File: src/rtl/pin_six_pkg.sv
/*
  Constants, field layout and carrier types for the pin six output multiplexer.
  Assumes one 250 MHz clock domain and source signals produced on that clock.
*/
// Functional notes
// - source field bits 4:2 picks source
// - receive source: selection 000 forwards remote pin0
// - receive source: 100 lock, 101 pass
// - receive source: 110 frame valid, 111 line valid
// - device status 000 drives software value bit
// - device status 001: OR of enabled locks
// - device status 010: AND of enabled locks
// - device status 011: AND of enabled passes
// - device status 100 frame sync; 101-111 reserved
// - transmit source: 000 AND, 001 OR of pass
// - transmit source: 010 frame valid, 011 line valid
// - transmit source: 100 synchronized, 101 interrupt, 110-111 reserved
// - bit 1 holds software level for pin
// - control at index 0x16, reset 0x00, bit0 enables
package pin_six_pkg;

  localparam int          NUM_RX_PORTS    = 4;
  localparam int          NUM_TX_PORTS    = 2;
  localparam int          NUM_REMOTE_PINS = 4;

  localparam int          AXI_ADDR_W      = 8;
  localparam int          AXI_DATA_W      = 32;
  localparam int          CTL_W           = 8;

  // register indices; byte address is four times the index
  localparam logic [7:0]  CTL_INDEX       = 8'h16;
  localparam logic [7:0]  PIN_STATE_INDEX = 8'h20;
  localparam logic [7:0]  CTL_ADDR        = 8'(CTL_INDEX * 4);
  localparam logic [7:0]  PIN_STATE_ADDR  = 8'(PIN_STATE_INDEX * 4);
  localparam logic [7:0]  CTL_RESET       = 8'h00;

  localparam int          EN_BIT          = 0;
  localparam int          VAL_BIT         = 1;
  localparam int          SRC_LSB         = 2;
  localparam int          SRC_MSB         = 4;
  localparam int          SEL_LSB         = 5;
  localparam int          SEL_MSB         = 7;

  localparam logic [2:0]  SRC_DEVICE      = 3'h4;
  localparam logic [2:0]  SRC_RESERVED    = 3'h5;
  localparam logic [2:0]  SRC_TX0         = 3'h6;
  localparam logic [2:0]  SRC_TX1         = 3'h7;

  localparam logic [2:0]  RX_SEL_LOCK     = 3'h4;
  localparam logic [2:0]  RX_SEL_PASS     = 3'h5;
  localparam logic [2:0]  RX_SEL_FRAME    = 3'h6;
  localparam logic [2:0]  RX_SEL_LINE     = 3'h7;

  localparam logic [2:0]  DEV_SEL_VALUE   = 3'h0;
  localparam logic [2:0]  DEV_SEL_LOCK_OR = 3'h1;
  localparam logic [2:0]  DEV_SEL_LOCK_AND = 3'h2;
  localparam logic [2:0]  DEV_SEL_PASS_AND = 3'h3;
  localparam logic [2:0]  DEV_SEL_FSYNC   = 3'h4;

  localparam logic [2:0]  TX_SEL_PASS_AND = 3'h0;
  localparam logic [2:0]  TX_SEL_PASS_OR  = 3'h1;
  localparam logic [2:0]  TX_SEL_FRAME    = 3'h2;
  localparam logic [2:0]  TX_SEL_LINE     = 3'h3;
  localparam logic [2:0]  TX_SEL_SYNC     = 3'h4;
  localparam logic [2:0]  TX_SEL_IRQ      = 3'h5;

  localparam logic [1:0]  RESP_OKAY       = 2'h0;
  localparam logic [1:0]  RESP_SLVERR     = 2'h2;

  typedef struct packed {
    logic                       lock;
    logic                       pass;
    logic                       frame_valid;
    logic                       line_valid;
    logic [NUM_REMOTE_PINS-1:0] remote_pins;
  } rx_port_status_s;

  typedef struct packed {
    logic [NUM_RX_PORTS-1:0]    feed_map;
    logic                       frame_valid;
    logic                       line_valid;
    logic                       synchronized;
    logic                       interrupt;
  } tx_port_status_s;

endpackage

File: src/rtl/rx_port_signal_mux.sv
/*
  Picks one signal of a receive port by the selection code.
  Assumes the status bundle is on the same clock as the caller.
*/
module rx_port_signal_mux
  import pin_six_pkg::*;
(
  input  wire logic [2:0]      sel_i,
  input  rx_port_status_s      status_i,
  output logic                 bit_o
);

  always_comb begin
    case (sel_i)
      RX_SEL_LOCK:  bit_o = status_i.lock;
      RX_SEL_PASS:  bit_o = status_i.pass;
      RX_SEL_FRAME: bit_o = status_i.frame_valid;
      RX_SEL_LINE:  bit_o = status_i.line_valid;
      // codes 000-011 forward remote pins 0-3
      default:      bit_o = status_i.remote_pins[sel_i[1:0]];
    endcase
  end

endmodule

File: src/rtl/port_group_reduce.sv
/*
  OR and AND of status bits over a mask of ports.
  Assumes mask and bits come from the same clock domain.
*/
module port_group_reduce #(
  parameter int WIDTH = 4
) (
  input  wire logic [WIDTH-1:0] mask_i,
  input  wire logic [WIDTH-1:0] bits_i,
  output logic                  any_o,
  output logic                  all_o
);

  always_comb begin
    any_o = |(bits_i & mask_i);
    // an empty mask reads as not all, so a pin never claims lock with no ports
    all_o = (|mask_i) && (&(bits_i | ~mask_i));
  end

endmodule

File: src/rtl/pin_six_output_mux.sv
/*
  Control register and output multiplexer for auxiliary pin six, with an
  AXI4-Lite slave. Assumes all source signals are synchronous to clk_i; the
  bus must not be used while ce_i is low, since that freezes the slave too.
*/
module pin_six_output_mux
  import pin_six_pkg::*;
(
  input  wire logic                    clk_i,
  input  wire logic                    reset_n_i,
  input  wire logic                    ce_i,
  input  wire logic [AXI_ADDR_W-1:0]   s_axi_awaddr_i,
  input  wire logic                    s_axi_awvalid_i,
  output logic                         s_axi_awready_o,
  input  wire logic [AXI_DATA_W-1:0]   s_axi_wdata_i,
  input  wire logic [3:0]              s_axi_wstrb_i,
  input  wire logic                    s_axi_wvalid_i,
  output logic                         s_axi_wready_o,
  output logic [1:0]                   s_axi_bresp_o,
  output logic                         s_axi_bvalid_o,
  input  wire logic                    s_axi_bready_i,
  input  wire logic [AXI_ADDR_W-1:0]   s_axi_araddr_i,
  input  wire logic                    s_axi_arvalid_i,
  output logic                         s_axi_arready_o,
  output logic [AXI_DATA_W-1:0]        s_axi_rdata_o,
  output logic [1:0]                   s_axi_rresp_o,
  output logic                         s_axi_rvalid_o,
  input  wire logic                    s_axi_rready_i,
  input  rx_port_status_s [NUM_RX_PORTS-1:0] rx_status_i,
  input  wire logic [NUM_RX_PORTS-1:0] rx_port_enable_i,
  input  tx_port_status_s [NUM_TX_PORTS-1:0] tx_status_i,
  input  wire logic                    frame_sync_pulse_i,
  output logic                         aux_pin_six_o,
  output logic                         aux_pin_six_oe_o
);

  logic [CTL_W-1:0]        ctl_reg, ctl_next;
  logic                    aw_have_reg, aw_have_next;
  logic [AXI_ADDR_W-1:0]   aw_addr_reg, aw_addr_next;
  logic                    w_have_reg, w_have_next;
  logic [AXI_DATA_W-1:0]   w_data_reg, w_data_next;
  logic [3:0]              w_strb_reg, w_strb_next;
  logic                    awready_reg, awready_next;
  logic                    wready_reg, wready_next;
  logic                    bvalid_reg, bvalid_next;
  logic [1:0]              bresp_reg, bresp_next;
  logic                    arready_reg, arready_next;
  logic                    rvalid_reg, rvalid_next;
  logic [1:0]              rresp_reg, rresp_next;
  logic [AXI_DATA_W-1:0]   rdata_reg, rdata_next;
  logic                    pin_out_reg, pin_out_next;
  logic                    pin_oe_reg, pin_oe_next;

  logic [2:0]              src;
  logic [2:0]              sel;
  logic [NUM_RX_PORTS-1:0] rx_bit;
  logic [NUM_RX_PORTS-1:0] lock_vec;
  logic [NUM_RX_PORTS-1:0] pass_vec;
  logic                    dev_lock_any;
  logic                    dev_lock_all;
  logic                    dev_pass_any;
  logic                    dev_pass_all;
  logic [NUM_TX_PORTS-1:0] tx_pass_any;
  logic [NUM_TX_PORTS-1:0] tx_pass_all;
  logic                    mux_bit;
  tx_port_status_s         tx_sel;

  assign src    = ctl_reg[SRC_MSB:SRC_LSB];
  assign sel    = ctl_reg[SEL_MSB:SEL_LSB];
  assign tx_sel = tx_status_i[src[0]];

  genvar g;
  generate
    for (g = 0; g < NUM_RX_PORTS; g++) begin : g_rx
      assign lock_vec[g] = rx_status_i[g].lock;
      assign pass_vec[g] = rx_status_i[g].pass;
      rx_port_signal_mux u_rx_mux (
        .sel_i    (sel),
        .status_i (rx_status_i[g]),
        .bit_o    (rx_bit[g])
      );
    end
    for (g = 0; g < NUM_TX_PORTS; g++) begin : g_tx
      port_group_reduce #(.WIDTH(NUM_RX_PORTS)) u_tx_pass (
        .mask_i (tx_status_i[g].feed_map),
        .bits_i (pass_vec),
        .any_o  (tx_pass_any[g]),
        .all_o  (tx_pass_all[g])
      );
    end
  endgenerate

  port_group_reduce #(.WIDTH(NUM_RX_PORTS)) u_dev_lock (
    .mask_i (rx_port_enable_i),
    .bits_i (lock_vec),
    .any_o  (dev_lock_any),
    .all_o  (dev_lock_all)
  );

  port_group_reduce #(.WIDTH(NUM_RX_PORTS)) u_dev_pass (
    .mask_i (rx_port_enable_i),
    .bits_i (pass_vec),
    .any_o  (dev_pass_any),
    .all_o  (dev_pass_all)
  );

  // output multiplexer; reserved codes give a constant low
  always_comb begin
    mux_bit = 1'b0;
    if (src[2] == 1'b0) begin
      mux_bit = rx_bit[src[1:0]];
    end else if (src == SRC_DEVICE) begin
      case (sel)
        DEV_SEL_VALUE:    mux_bit = ctl_reg[VAL_BIT];
        DEV_SEL_LOCK_OR:  mux_bit = dev_lock_any;
        DEV_SEL_LOCK_AND: mux_bit = dev_lock_all;
        DEV_SEL_PASS_AND: mux_bit = dev_pass_all;
        DEV_SEL_FSYNC:    mux_bit = frame_sync_pulse_i;
        default:          mux_bit = 1'b0;
      endcase
    end else if (src != SRC_RESERVED) begin
      case (sel)
        TX_SEL_PASS_AND: mux_bit = tx_pass_all[src[0]];
        TX_SEL_PASS_OR:  mux_bit = tx_pass_any[src[0]];
        TX_SEL_FRAME:    mux_bit = tx_sel.frame_valid;
        TX_SEL_LINE:     mux_bit = tx_sel.line_valid;
        TX_SEL_SYNC:     mux_bit = tx_sel.synchronized;
        TX_SEL_IRQ:      mux_bit = tx_sel.interrupt;
        default:         mux_bit = 1'b0;
      endcase
    end
  end

  // pin is registered so it never glitches on a source change mid-cycle
  always_comb begin
    pin_oe_next  = ctl_reg[EN_BIT];
    pin_out_next = ctl_reg[EN_BIT] ? mux_bit : 1'b0;
  end

  // write channel: address and data taken in either order, answered together
  always_comb begin
    ctl_next     = ctl_reg;
    aw_have_next = aw_have_reg;
    aw_addr_next = aw_addr_reg;
    w_have_next  = w_have_reg;
    w_data_next  = w_data_reg;
    w_strb_next  = w_strb_reg;
    bvalid_next  = bvalid_reg;
    bresp_next   = bresp_reg;
    if (s_axi_awvalid_i && awready_reg) begin
      aw_have_next = 1'b1;
      aw_addr_next = s_axi_awaddr_i;
    end
    if (s_axi_wvalid_i && wready_reg) begin
      w_have_next = 1'b1;
      w_data_next = s_axi_wdata_i;
      w_strb_next = s_axi_wstrb_i;
    end
    if (bvalid_reg && s_axi_bready_i) begin
      bvalid_next = 1'b0;
    end
    if (aw_have_reg && w_have_reg && !bvalid_reg) begin
      aw_have_next = 1'b0;
      w_have_next  = 1'b0;
      bvalid_next  = 1'b1;
      if ({aw_addr_reg[AXI_ADDR_W-1:2], 2'b00} == CTL_ADDR) begin
        bresp_next = RESP_OKAY;
        if (w_strb_reg[0]) begin
          ctl_next = w_data_reg[CTL_W-1:0];
        end
      end else if ({aw_addr_reg[AXI_ADDR_W-1:2], 2'b00} == PIN_STATE_ADDR) begin
        bresp_next = RESP_OKAY;
      end else begin
        bresp_next = RESP_SLVERR;
      end
    end
    awready_next = !aw_have_next;
    wready_next  = !w_have_next;
  end

  // read channel: one read at a time, answered one cycle after the address
  always_comb begin
    arready_next = arready_reg;
    rvalid_next  = rvalid_reg;
    rresp_next   = rresp_reg;
    rdata_next   = rdata_reg;
    if (rvalid_reg && s_axi_rready_i) begin
      rvalid_next  = 1'b0;
      arready_next = 1'b1;
    end
    if (s_axi_arvalid_i && arready_reg) begin
      arready_next = 1'b0;
      rvalid_next  = 1'b1;
      rresp_next   = RESP_OKAY;
      if ({s_axi_araddr_i[AXI_ADDR_W-1:2], 2'b00} == CTL_ADDR) begin
        rdata_next = {{(AXI_DATA_W-CTL_W){1'b0}}, ctl_reg};
      end else if ({s_axi_araddr_i[AXI_ADDR_W-1:2], 2'b00} == PIN_STATE_ADDR) begin
        rdata_next = {{(AXI_DATA_W-2){1'b0}}, pin_oe_reg, pin_out_reg};
      end else begin
        rdata_next = {AXI_DATA_W{1'b0}};
        rresp_next = RESP_SLVERR;
      end
    end
  end

  always_ff @(posedge clk_i) begin
    if (!reset_n_i) begin
      ctl_reg     <= CTL_RESET;
      aw_have_reg <= 1'b0;
      aw_addr_reg <= {AXI_ADDR_W{1'b0}};
      w_have_reg  <= 1'b0;
      w_data_reg  <= {AXI_DATA_W{1'b0}};
      w_strb_reg  <= 4'h0;
      awready_reg <= 1'b1;
      wready_reg  <= 1'b1;
      bvalid_reg  <= 1'b0;
      bresp_reg   <= RESP_OKAY;
      arready_reg <= 1'b1;
      rvalid_reg  <= 1'b0;
      rresp_reg   <= RESP_OKAY;
      rdata_reg   <= {AXI_DATA_W{1'b0}};
      pin_out_reg <= 1'b0;
      pin_oe_reg  <= 1'b0;
    end else if (ce_i) begin
      ctl_reg     <= ctl_next;
      aw_have_reg <= aw_have_next;
      aw_addr_reg <= aw_addr_next;
      w_have_reg  <= w_have_next;
      w_data_reg  <= w_data_next;
      w_strb_reg  <= w_strb_next;
      awready_reg <= awready_next;
      wready_reg  <= wready_next;
      bvalid_reg  <= bvalid_next;
      bresp_reg   <= bresp_next;
      arready_reg <= arready_next;
      rvalid_reg  <= rvalid_next;
      rresp_reg   <= rresp_next;
      rdata_reg   <= rdata_next;
      pin_out_reg <= pin_out_next;
      pin_oe_reg  <= pin_oe_next;
    end
  end

  assign s_axi_awready_o  = awready_reg;
  assign s_axi_wready_o   = wready_reg;
  assign s_axi_bvalid_o   = bvalid_reg;
  assign s_axi_bresp_o    = bresp_reg;
  assign s_axi_arready_o  = arready_reg;
  assign s_axi_rvalid_o   = rvalid_reg;
  assign s_axi_rresp_o    = rresp_reg;
  assign s_axi_rdata_o    = rdata_reg;
  assign aux_pin_six_o    = pin_out_reg;
  assign aux_pin_six_oe_o = pin_oe_reg;

  // independent reference values for checking
  wire logic chk_live         = ce_i && ctl_reg[EN_BIT];
  wire logic chk_rx_remote0   = rx_status_i[src[1:0]].remote_pins[0];
  wire logic chk_rx_lock      = rx_status_i[src[1:0]].lock;
  wire logic chk_rx_frame     = rx_status_i[src[1:0]].frame_valid;
  wire logic chk_dev_or       = |(lock_vec & rx_port_enable_i);
  wire logic chk_dev_and      = (rx_port_enable_i != 4'h0) &&
                                ((lock_vec & rx_port_enable_i) == rx_port_enable_i);
  wire logic chk_dev_pass_and = (rx_port_enable_i != 4'h0) &&
                                ((pass_vec & rx_port_enable_i) == rx_port_enable_i);
  wire logic chk_tx_and       = (tx_sel.feed_map != 4'h0) &&
                                ((pass_vec & tx_sel.feed_map) == tx_sel.feed_map);

  property p_reset_clear;
    @(posedge clk_i) !reset_n_i |=> (ctl_reg == CTL_RESET) && !aux_pin_six_oe_o && !aux_pin_six_o;
  endproperty
  a_reset_clear: assert property (p_reset_clear) else $error("control not clear after reset");
  property p_disabled_quiet;
    @(posedge clk_i) disable iff (!reset_n_i)
      (ce_i && !ctl_reg[EN_BIT]) |=> !aux_pin_six_oe_o && !aux_pin_six_o;
  endproperty
  a_disabled_quiet: assert property (p_disabled_quiet) else $error("pin driven while disabled");
  property p_rx_remote0;
    @(posedge clk_i) disable iff (!reset_n_i)
      (chk_live && !src[2] && sel == 3'h0) |=> aux_pin_six_oe_o && (aux_pin_six_o == $past(chk_rx_remote0));
  endproperty
  a_rx_remote0: assert property (p_rx_remote0) else $error("remote pin 0 not forwarded");
  property p_rx_lock;
    @(posedge clk_i) disable iff (!reset_n_i)
      (chk_live && !src[2] && sel == RX_SEL_LOCK) |=> aux_pin_six_o == $past(chk_rx_lock);
  endproperty
  a_rx_lock: assert property (p_rx_lock) else $error("receive lock not on pin");
  property p_rx_frame;
    @(posedge clk_i) disable iff (!reset_n_i)
      (chk_live && !src[2] && sel == RX_SEL_FRAME) |=> aux_pin_six_o == $past(chk_rx_frame);
  endproperty
  a_rx_frame: assert property (p_rx_frame) else $error("receive frame valid not on pin");
  property p_dev_value;
    @(posedge clk_i) disable iff (!reset_n_i)
      (chk_live && src == SRC_DEVICE && sel == DEV_SEL_VALUE) |=> aux_pin_six_o == $past(ctl_reg[VAL_BIT]);
  endproperty
  a_dev_value: assert property (p_dev_value) else $error("value bit not on pin");
  property p_dev_or;
    @(posedge clk_i) disable iff (!reset_n_i)
      (chk_live && src == SRC_DEVICE && sel == DEV_SEL_LOCK_OR) |=> aux_pin_six_o == $past(chk_dev_or);
  endproperty
  a_dev_or: assert property (p_dev_or) else $error("lock OR wrong");
  property p_dev_and;
    @(posedge clk_i) disable iff (!reset_n_i)
      (chk_live && src == SRC_DEVICE && sel == DEV_SEL_LOCK_AND) |=> aux_pin_six_o == $past(chk_dev_and);
  endproperty
  a_dev_and: assert property (p_dev_and) else $error("lock AND wrong");
  property p_dev_pass;
    @(posedge clk_i) disable iff (!reset_n_i)
      (chk_live && src == SRC_DEVICE && sel == DEV_SEL_PASS_AND) |=> aux_pin_six_o == $past(chk_dev_pass_and);
  endproperty
  a_dev_pass: assert property (p_dev_pass) else $error("pass AND wrong");
  property p_dev_reserved;
    @(posedge clk_i) disable iff (!reset_n_i)
      (chk_live && src == SRC_DEVICE && sel > DEV_SEL_FSYNC) |=> !aux_pin_six_o;
  endproperty
  a_dev_reserved: assert property (p_dev_reserved) else $error("reserved status code not low");
  property p_tx_and;
    @(posedge clk_i) disable iff (!reset_n_i)
      (chk_live && src[2:1] == 2'b11 && sel == TX_SEL_PASS_AND) |=> aux_pin_six_o == $past(chk_tx_and);
  endproperty
  a_tx_and: assert property (p_tx_and) else $error("transmit pass AND wrong");
  property p_src_reserved;
    @(posedge clk_i) disable iff (!reset_n_i)
      (chk_live && src == SRC_RESERVED) |=> aux_pin_six_oe_o && !aux_pin_six_o;
  endproperty
  a_src_reserved: assert property (p_src_reserved) else $error("reserved source not low");
  property p_write_answer;
    @(posedge clk_i) disable iff (!reset_n_i)
      (ce_i && aw_have_reg && w_have_reg && !bvalid_reg) |=> s_axi_bvalid_o && s_axi_awready_o;
  endproperty
  a_write_answer: assert property (p_write_answer) else $error("write not answered");
  c_rx_lock: cover property (@(posedge clk_i) chk_live && src == 3'h2 && sel == RX_SEL_LOCK);
  c_fsync:   cover property (@(posedge clk_i) chk_live && src == SRC_DEVICE && sel == DEV_SEL_FSYNC);
  c_tx_irq:  cover property (@(posedge clk_i) chk_live && src == SRC_TX1 && sel == TX_SEL_IRQ);

endmodule

File: config.mk
export PLATFORM = sky130hd
export DESIGN_NAME = pin_six_output_mux
export DESIGN_NICKNAME = d
export VERILOG_FILES = /design/src/rtl/pin_six_pkg.sv /design/src/rtl/rx_port_signal_mux.sv /design/src/rtl/port_group_reduce.sv /design/src/rtl/pin_six_output_mux.sv
export SDC_FILE = /design/constraint.sdc
export NUM_CORES = 1
export LEC_CHECK = 0
export BUFFER_PORTS_ARGS = -buffer_cell sky130_fd_sc_hd__buf_2
export CAP_MARGIN = 40
export CELL_PAD_IN_SITES_DETAIL_PLACEMENT = 1
export CELL_PAD_IN_SITES_GLOBAL_PLACEMENT = 2
export CORE_MARGIN = 10
export CORE_UTILIZATION = 21
export DETAILED_ROUTE_END_ITERATION = 16
export PLACE_DENSITY = 0.84
export SYNTH_ARGS = -nofsm -noshare
export SYNTH_HDL_FRONTEND = slang
export SYNTH_SLANG_ARGS = --single-unit
File: constraint.sdc
create_clock -name clk_i -period 1.6 [get_ports clk_i]
set_input_delay 0.32 -clock clk_i [delete_from_list [all_inputs] [get_ports clk_i]]
set_output_delay 0.32 -clock clk_i [all_outputs]
set_load 0.01 [all_outputs]
==> qor.txt <==
power density cells -> 693.2 mW/mm²
# port buffers -> 98
Startpoint Class -> flop
initial antenna violation count -> 0
Setup TNS -> -87.00 ps
static leakage -> 1.680 nW
Slowest cell on crit path -> mux4_2
CP cell instances -> buf_12, mux4_2, mux2i_1, nor3_1, a41oi_1, o2111ai_1
Post-synth top flop -> dfxtp_1
DRC -> 0
# diodes -> 0
area grow syn2layout -> 42.51%
Core ar. -> 0.01216 mm²
Routed WL -> 9865 µm
ANT nets after route -> 0
Post-synth ARST share -> 0%
global route overflow -> 0
multi-input combinational cell area -> 0.001635 mm²
dpl hpwl -> 8021 µm
FF+latch count, synth -> 42
failing checks -> setup timing
Max clock buf depth -> 2
VDD IR-drop max -> 0.3919 mV
Worst Setup End Kind -> flop
status -> finished, violations left
fill cell count -> 1496
Synth Area per Inst -> 8.461 µm²
combinational share of power -> 15.5%
Cell Area, Synth -> 0.002631 mm²
Sinks on Clock Net -> 42
clk slew on worst S/H paths -> 60 ps
Pwr Total -> 0.002599 W
max-slew violation count -> 0
initial DRC count -> 110
Yosys cell types -> 47
Storage cell area -> 848.3 µm²
number of global-route vias before repair -> 2912
Synth Warn # -> 0
Final Cycle Share -> 105.4%
Root Buffer -> clkbuf_16
final non-filler cell total -> 604
DRT Pass-1 Iters -> 4
drt wl/cell -> 16.33 µm
Clock Skew -> 3.939 ps
first-pass GRT wire length -> 15620 µm
Starting Density -> 21.64%
CTS tree -> done
Final GP Congestion -> 0.8321
Layout Nets -> 548
RSZ-0062 raised after global routing -> yes
PnR worst setup slack -> -87.00 ps
std cell rows -> 40
clock latency on the worst-skew pair -> 280 ps
sequential share of power -> 42.2%
htree depth -> 2
number of synthesized flops with an enable pin -> 0
WS Path Type -> reg2reg
Worst Path Buf+Inv -> 1
final core utilization -> 30.83%
Global Route Usage Sum -> 10.88%
vias per inst -> 4.465
Final Critical Period -> 1687 ps
Die Area -> 0.01741 mm²
Max-Cap Viols -> 0
via total after detailed routing -> 2697
number of buffers created by CTS -> 5
I/O pins -> 156
Placed Instances -> 593
register area share after synthesis -> 31.95%
Hold Buf Count CTS -> 0
Hold Fails Final Rpt -> 0
Syn Inst Count -> 311
Worst path top cell family by delay -> multiplexers
Die X -> 131.9 µm
Sw Ratio -> 24.06%
max incr delay on CP -> 490 ps
worst hold slack -> 283.8 ps
layout cells sized above 1 -> 38.53%
worst path required time -> 1750 ps
Psw -> 0.0006254 W
clock power share -> 42.3%
Max Fclk -> 0.5928 GHz
Setup Viol. Count Final -> 1
CP Max Fanout -> 4
CP arrival -> 1840 ps
Worst Hold Class -> in2reg
Int Power -> 0.001974 W
die extent in y -> 131.9 µm
largest net degree at the start of global routing -> 42
-- worst min-delay path, stage by stage --
cell	delay, ps
buf_2	90
nand2_1	40
a21boi_0	60
-- power by group through the flow --
stage	sequential [W]	combinational [W]	clock [W]
finish	0.00110	0.000402	0.00110
global route	0.00110	0.000448	0.00117
CTS	0.00110	0.000392	0.00113
detailed placement	0.00112	0.000382	0
global placement	0.00112	0.000370	0
floorplan	0.00112	0.000224	0
-- logic make-up after synthesis --
group / count (synthesis) / share of synthesized area [%]
AO/OA/AOI/OAI: 66 / 17.17
AND/OR/NAND/NOR: 109 / 21.30
other: 1 / 0.1425
multiplexers: 35 / 16.17
flip-flops: 42 / 31.95
buffers and inverters: 58 / 13.27
-- layout by cell type (no fill, tap or decap), drive strengths merged, types with 2 or more instances in the layout --
master,synthesis,layout
nand4b,2,2
mux2i,29,29
a31oi,2,2
nor4b,3,3
nor2b,17,17
buf,36,136
dfxtp,42,42
a22oi,6,6
nor4,4,4
a2111oi,2,2
clkbuf,8,8
a21oi,11,11
o21ai,12,12
o22ai,4,4
nor3,4,4
and2,3,3
conb,1,26
mux4,6,6
inv,14,14
a21boi,16,16
and3,6,6
a211o,2,2
nand2,44,44
nor2,10,10
nand3,11,11
or4b,2,2
-- through the flow --
step	setup slack (ps)	cell area (µm²)
after floorplan	23.74	2726
after global placement	-264.3	3417
after detailed placement	-272.1	3417
after CTS	-89.47	3679
after global routing	-175.9	3750
final	-87.00	3750
-- worst paths after layout --
check        slack, ps              from  cells past startpoint          endpoint
min                280  s_axi_wstrb_i[0]                      3     w_strb_reg[0]
min reg2reg        450  s_axi_rdata_o[3]                      2  s_axi_rdata_o[3]
max                -90        ctl_reg[2]                      6     aux_pin_six_o
max reg2reg        -90        ctl_reg[2]                      6     aux_pin_six_o
-- routing by layer --
layer | part of all wire [%] | wire length (µm) | up-vias | GRT usage (%)
li1 | - | - | 1304 | -
met2 | 50 | 4971 | 95 | 18.98
met4 | 1.1 | 104 | 0 | 2.410
met3 | 6.8 | 670 | 12 | 3.239
met1 | 42 | 4119 | 1286 | 12.75
met5 | 0 | 0 | - | 0
-- synthesized netlist by cell type (2+ instances only) --
master,instances,area [µm²]
nand2_1,44,165.2
dfxtp_1,42,840.8
mux2i_1,29,290.3
buf_4,27,202.7
nor2b_1,17,106.4
inv_1,13,48.80
a21oi_1,11,55.05
a21boi_0,10,75.07
nand3_1,10,50.05
nor2_1,10,37.54
o21ai_0,10,50.05
clkbuf_1,8,30.03
a21boi_1,6,45.04
a22oi_1,6,45.04
and3_1,6,37.54
buf_2,6,30.03
mux4_2,6,135.1
nor4_1,4,25.02
o22ai_1,4,25.02
and2_1,3,18.77
buf_6,3,33.78
nor3_1,3,15.01
nor4b_1,3,26.28
a2111oi_0,2,17.52
a211o_1,2,17.52
a31oi_1,2,12.51
nand4b_1,2,17.52
o21ai_1,2,10.01
or4b_1,2,20.02
-- repair_timing --
action | in CTS | in global routing
setup endpoints to repair | 9 | 5
setup buffers | 2 | 0
resized for setup | 15 | 14
cloned | 1 | 0
pin swaps | 7 | 5
-- final cells by class --
| class | count | share of cell area (%) |
|---|---|---|
| multi-input combinational | 236 | 43.61 |
| sequential | 42 | 22.62 |
| timing repair buffer | 136 | 22.32 |
| tap | 168 | 5.606 |
| clock buffer | 8 | 4.438 |
| inverter | 14 | 1.401 |
(Power assumes the default switching activity.)
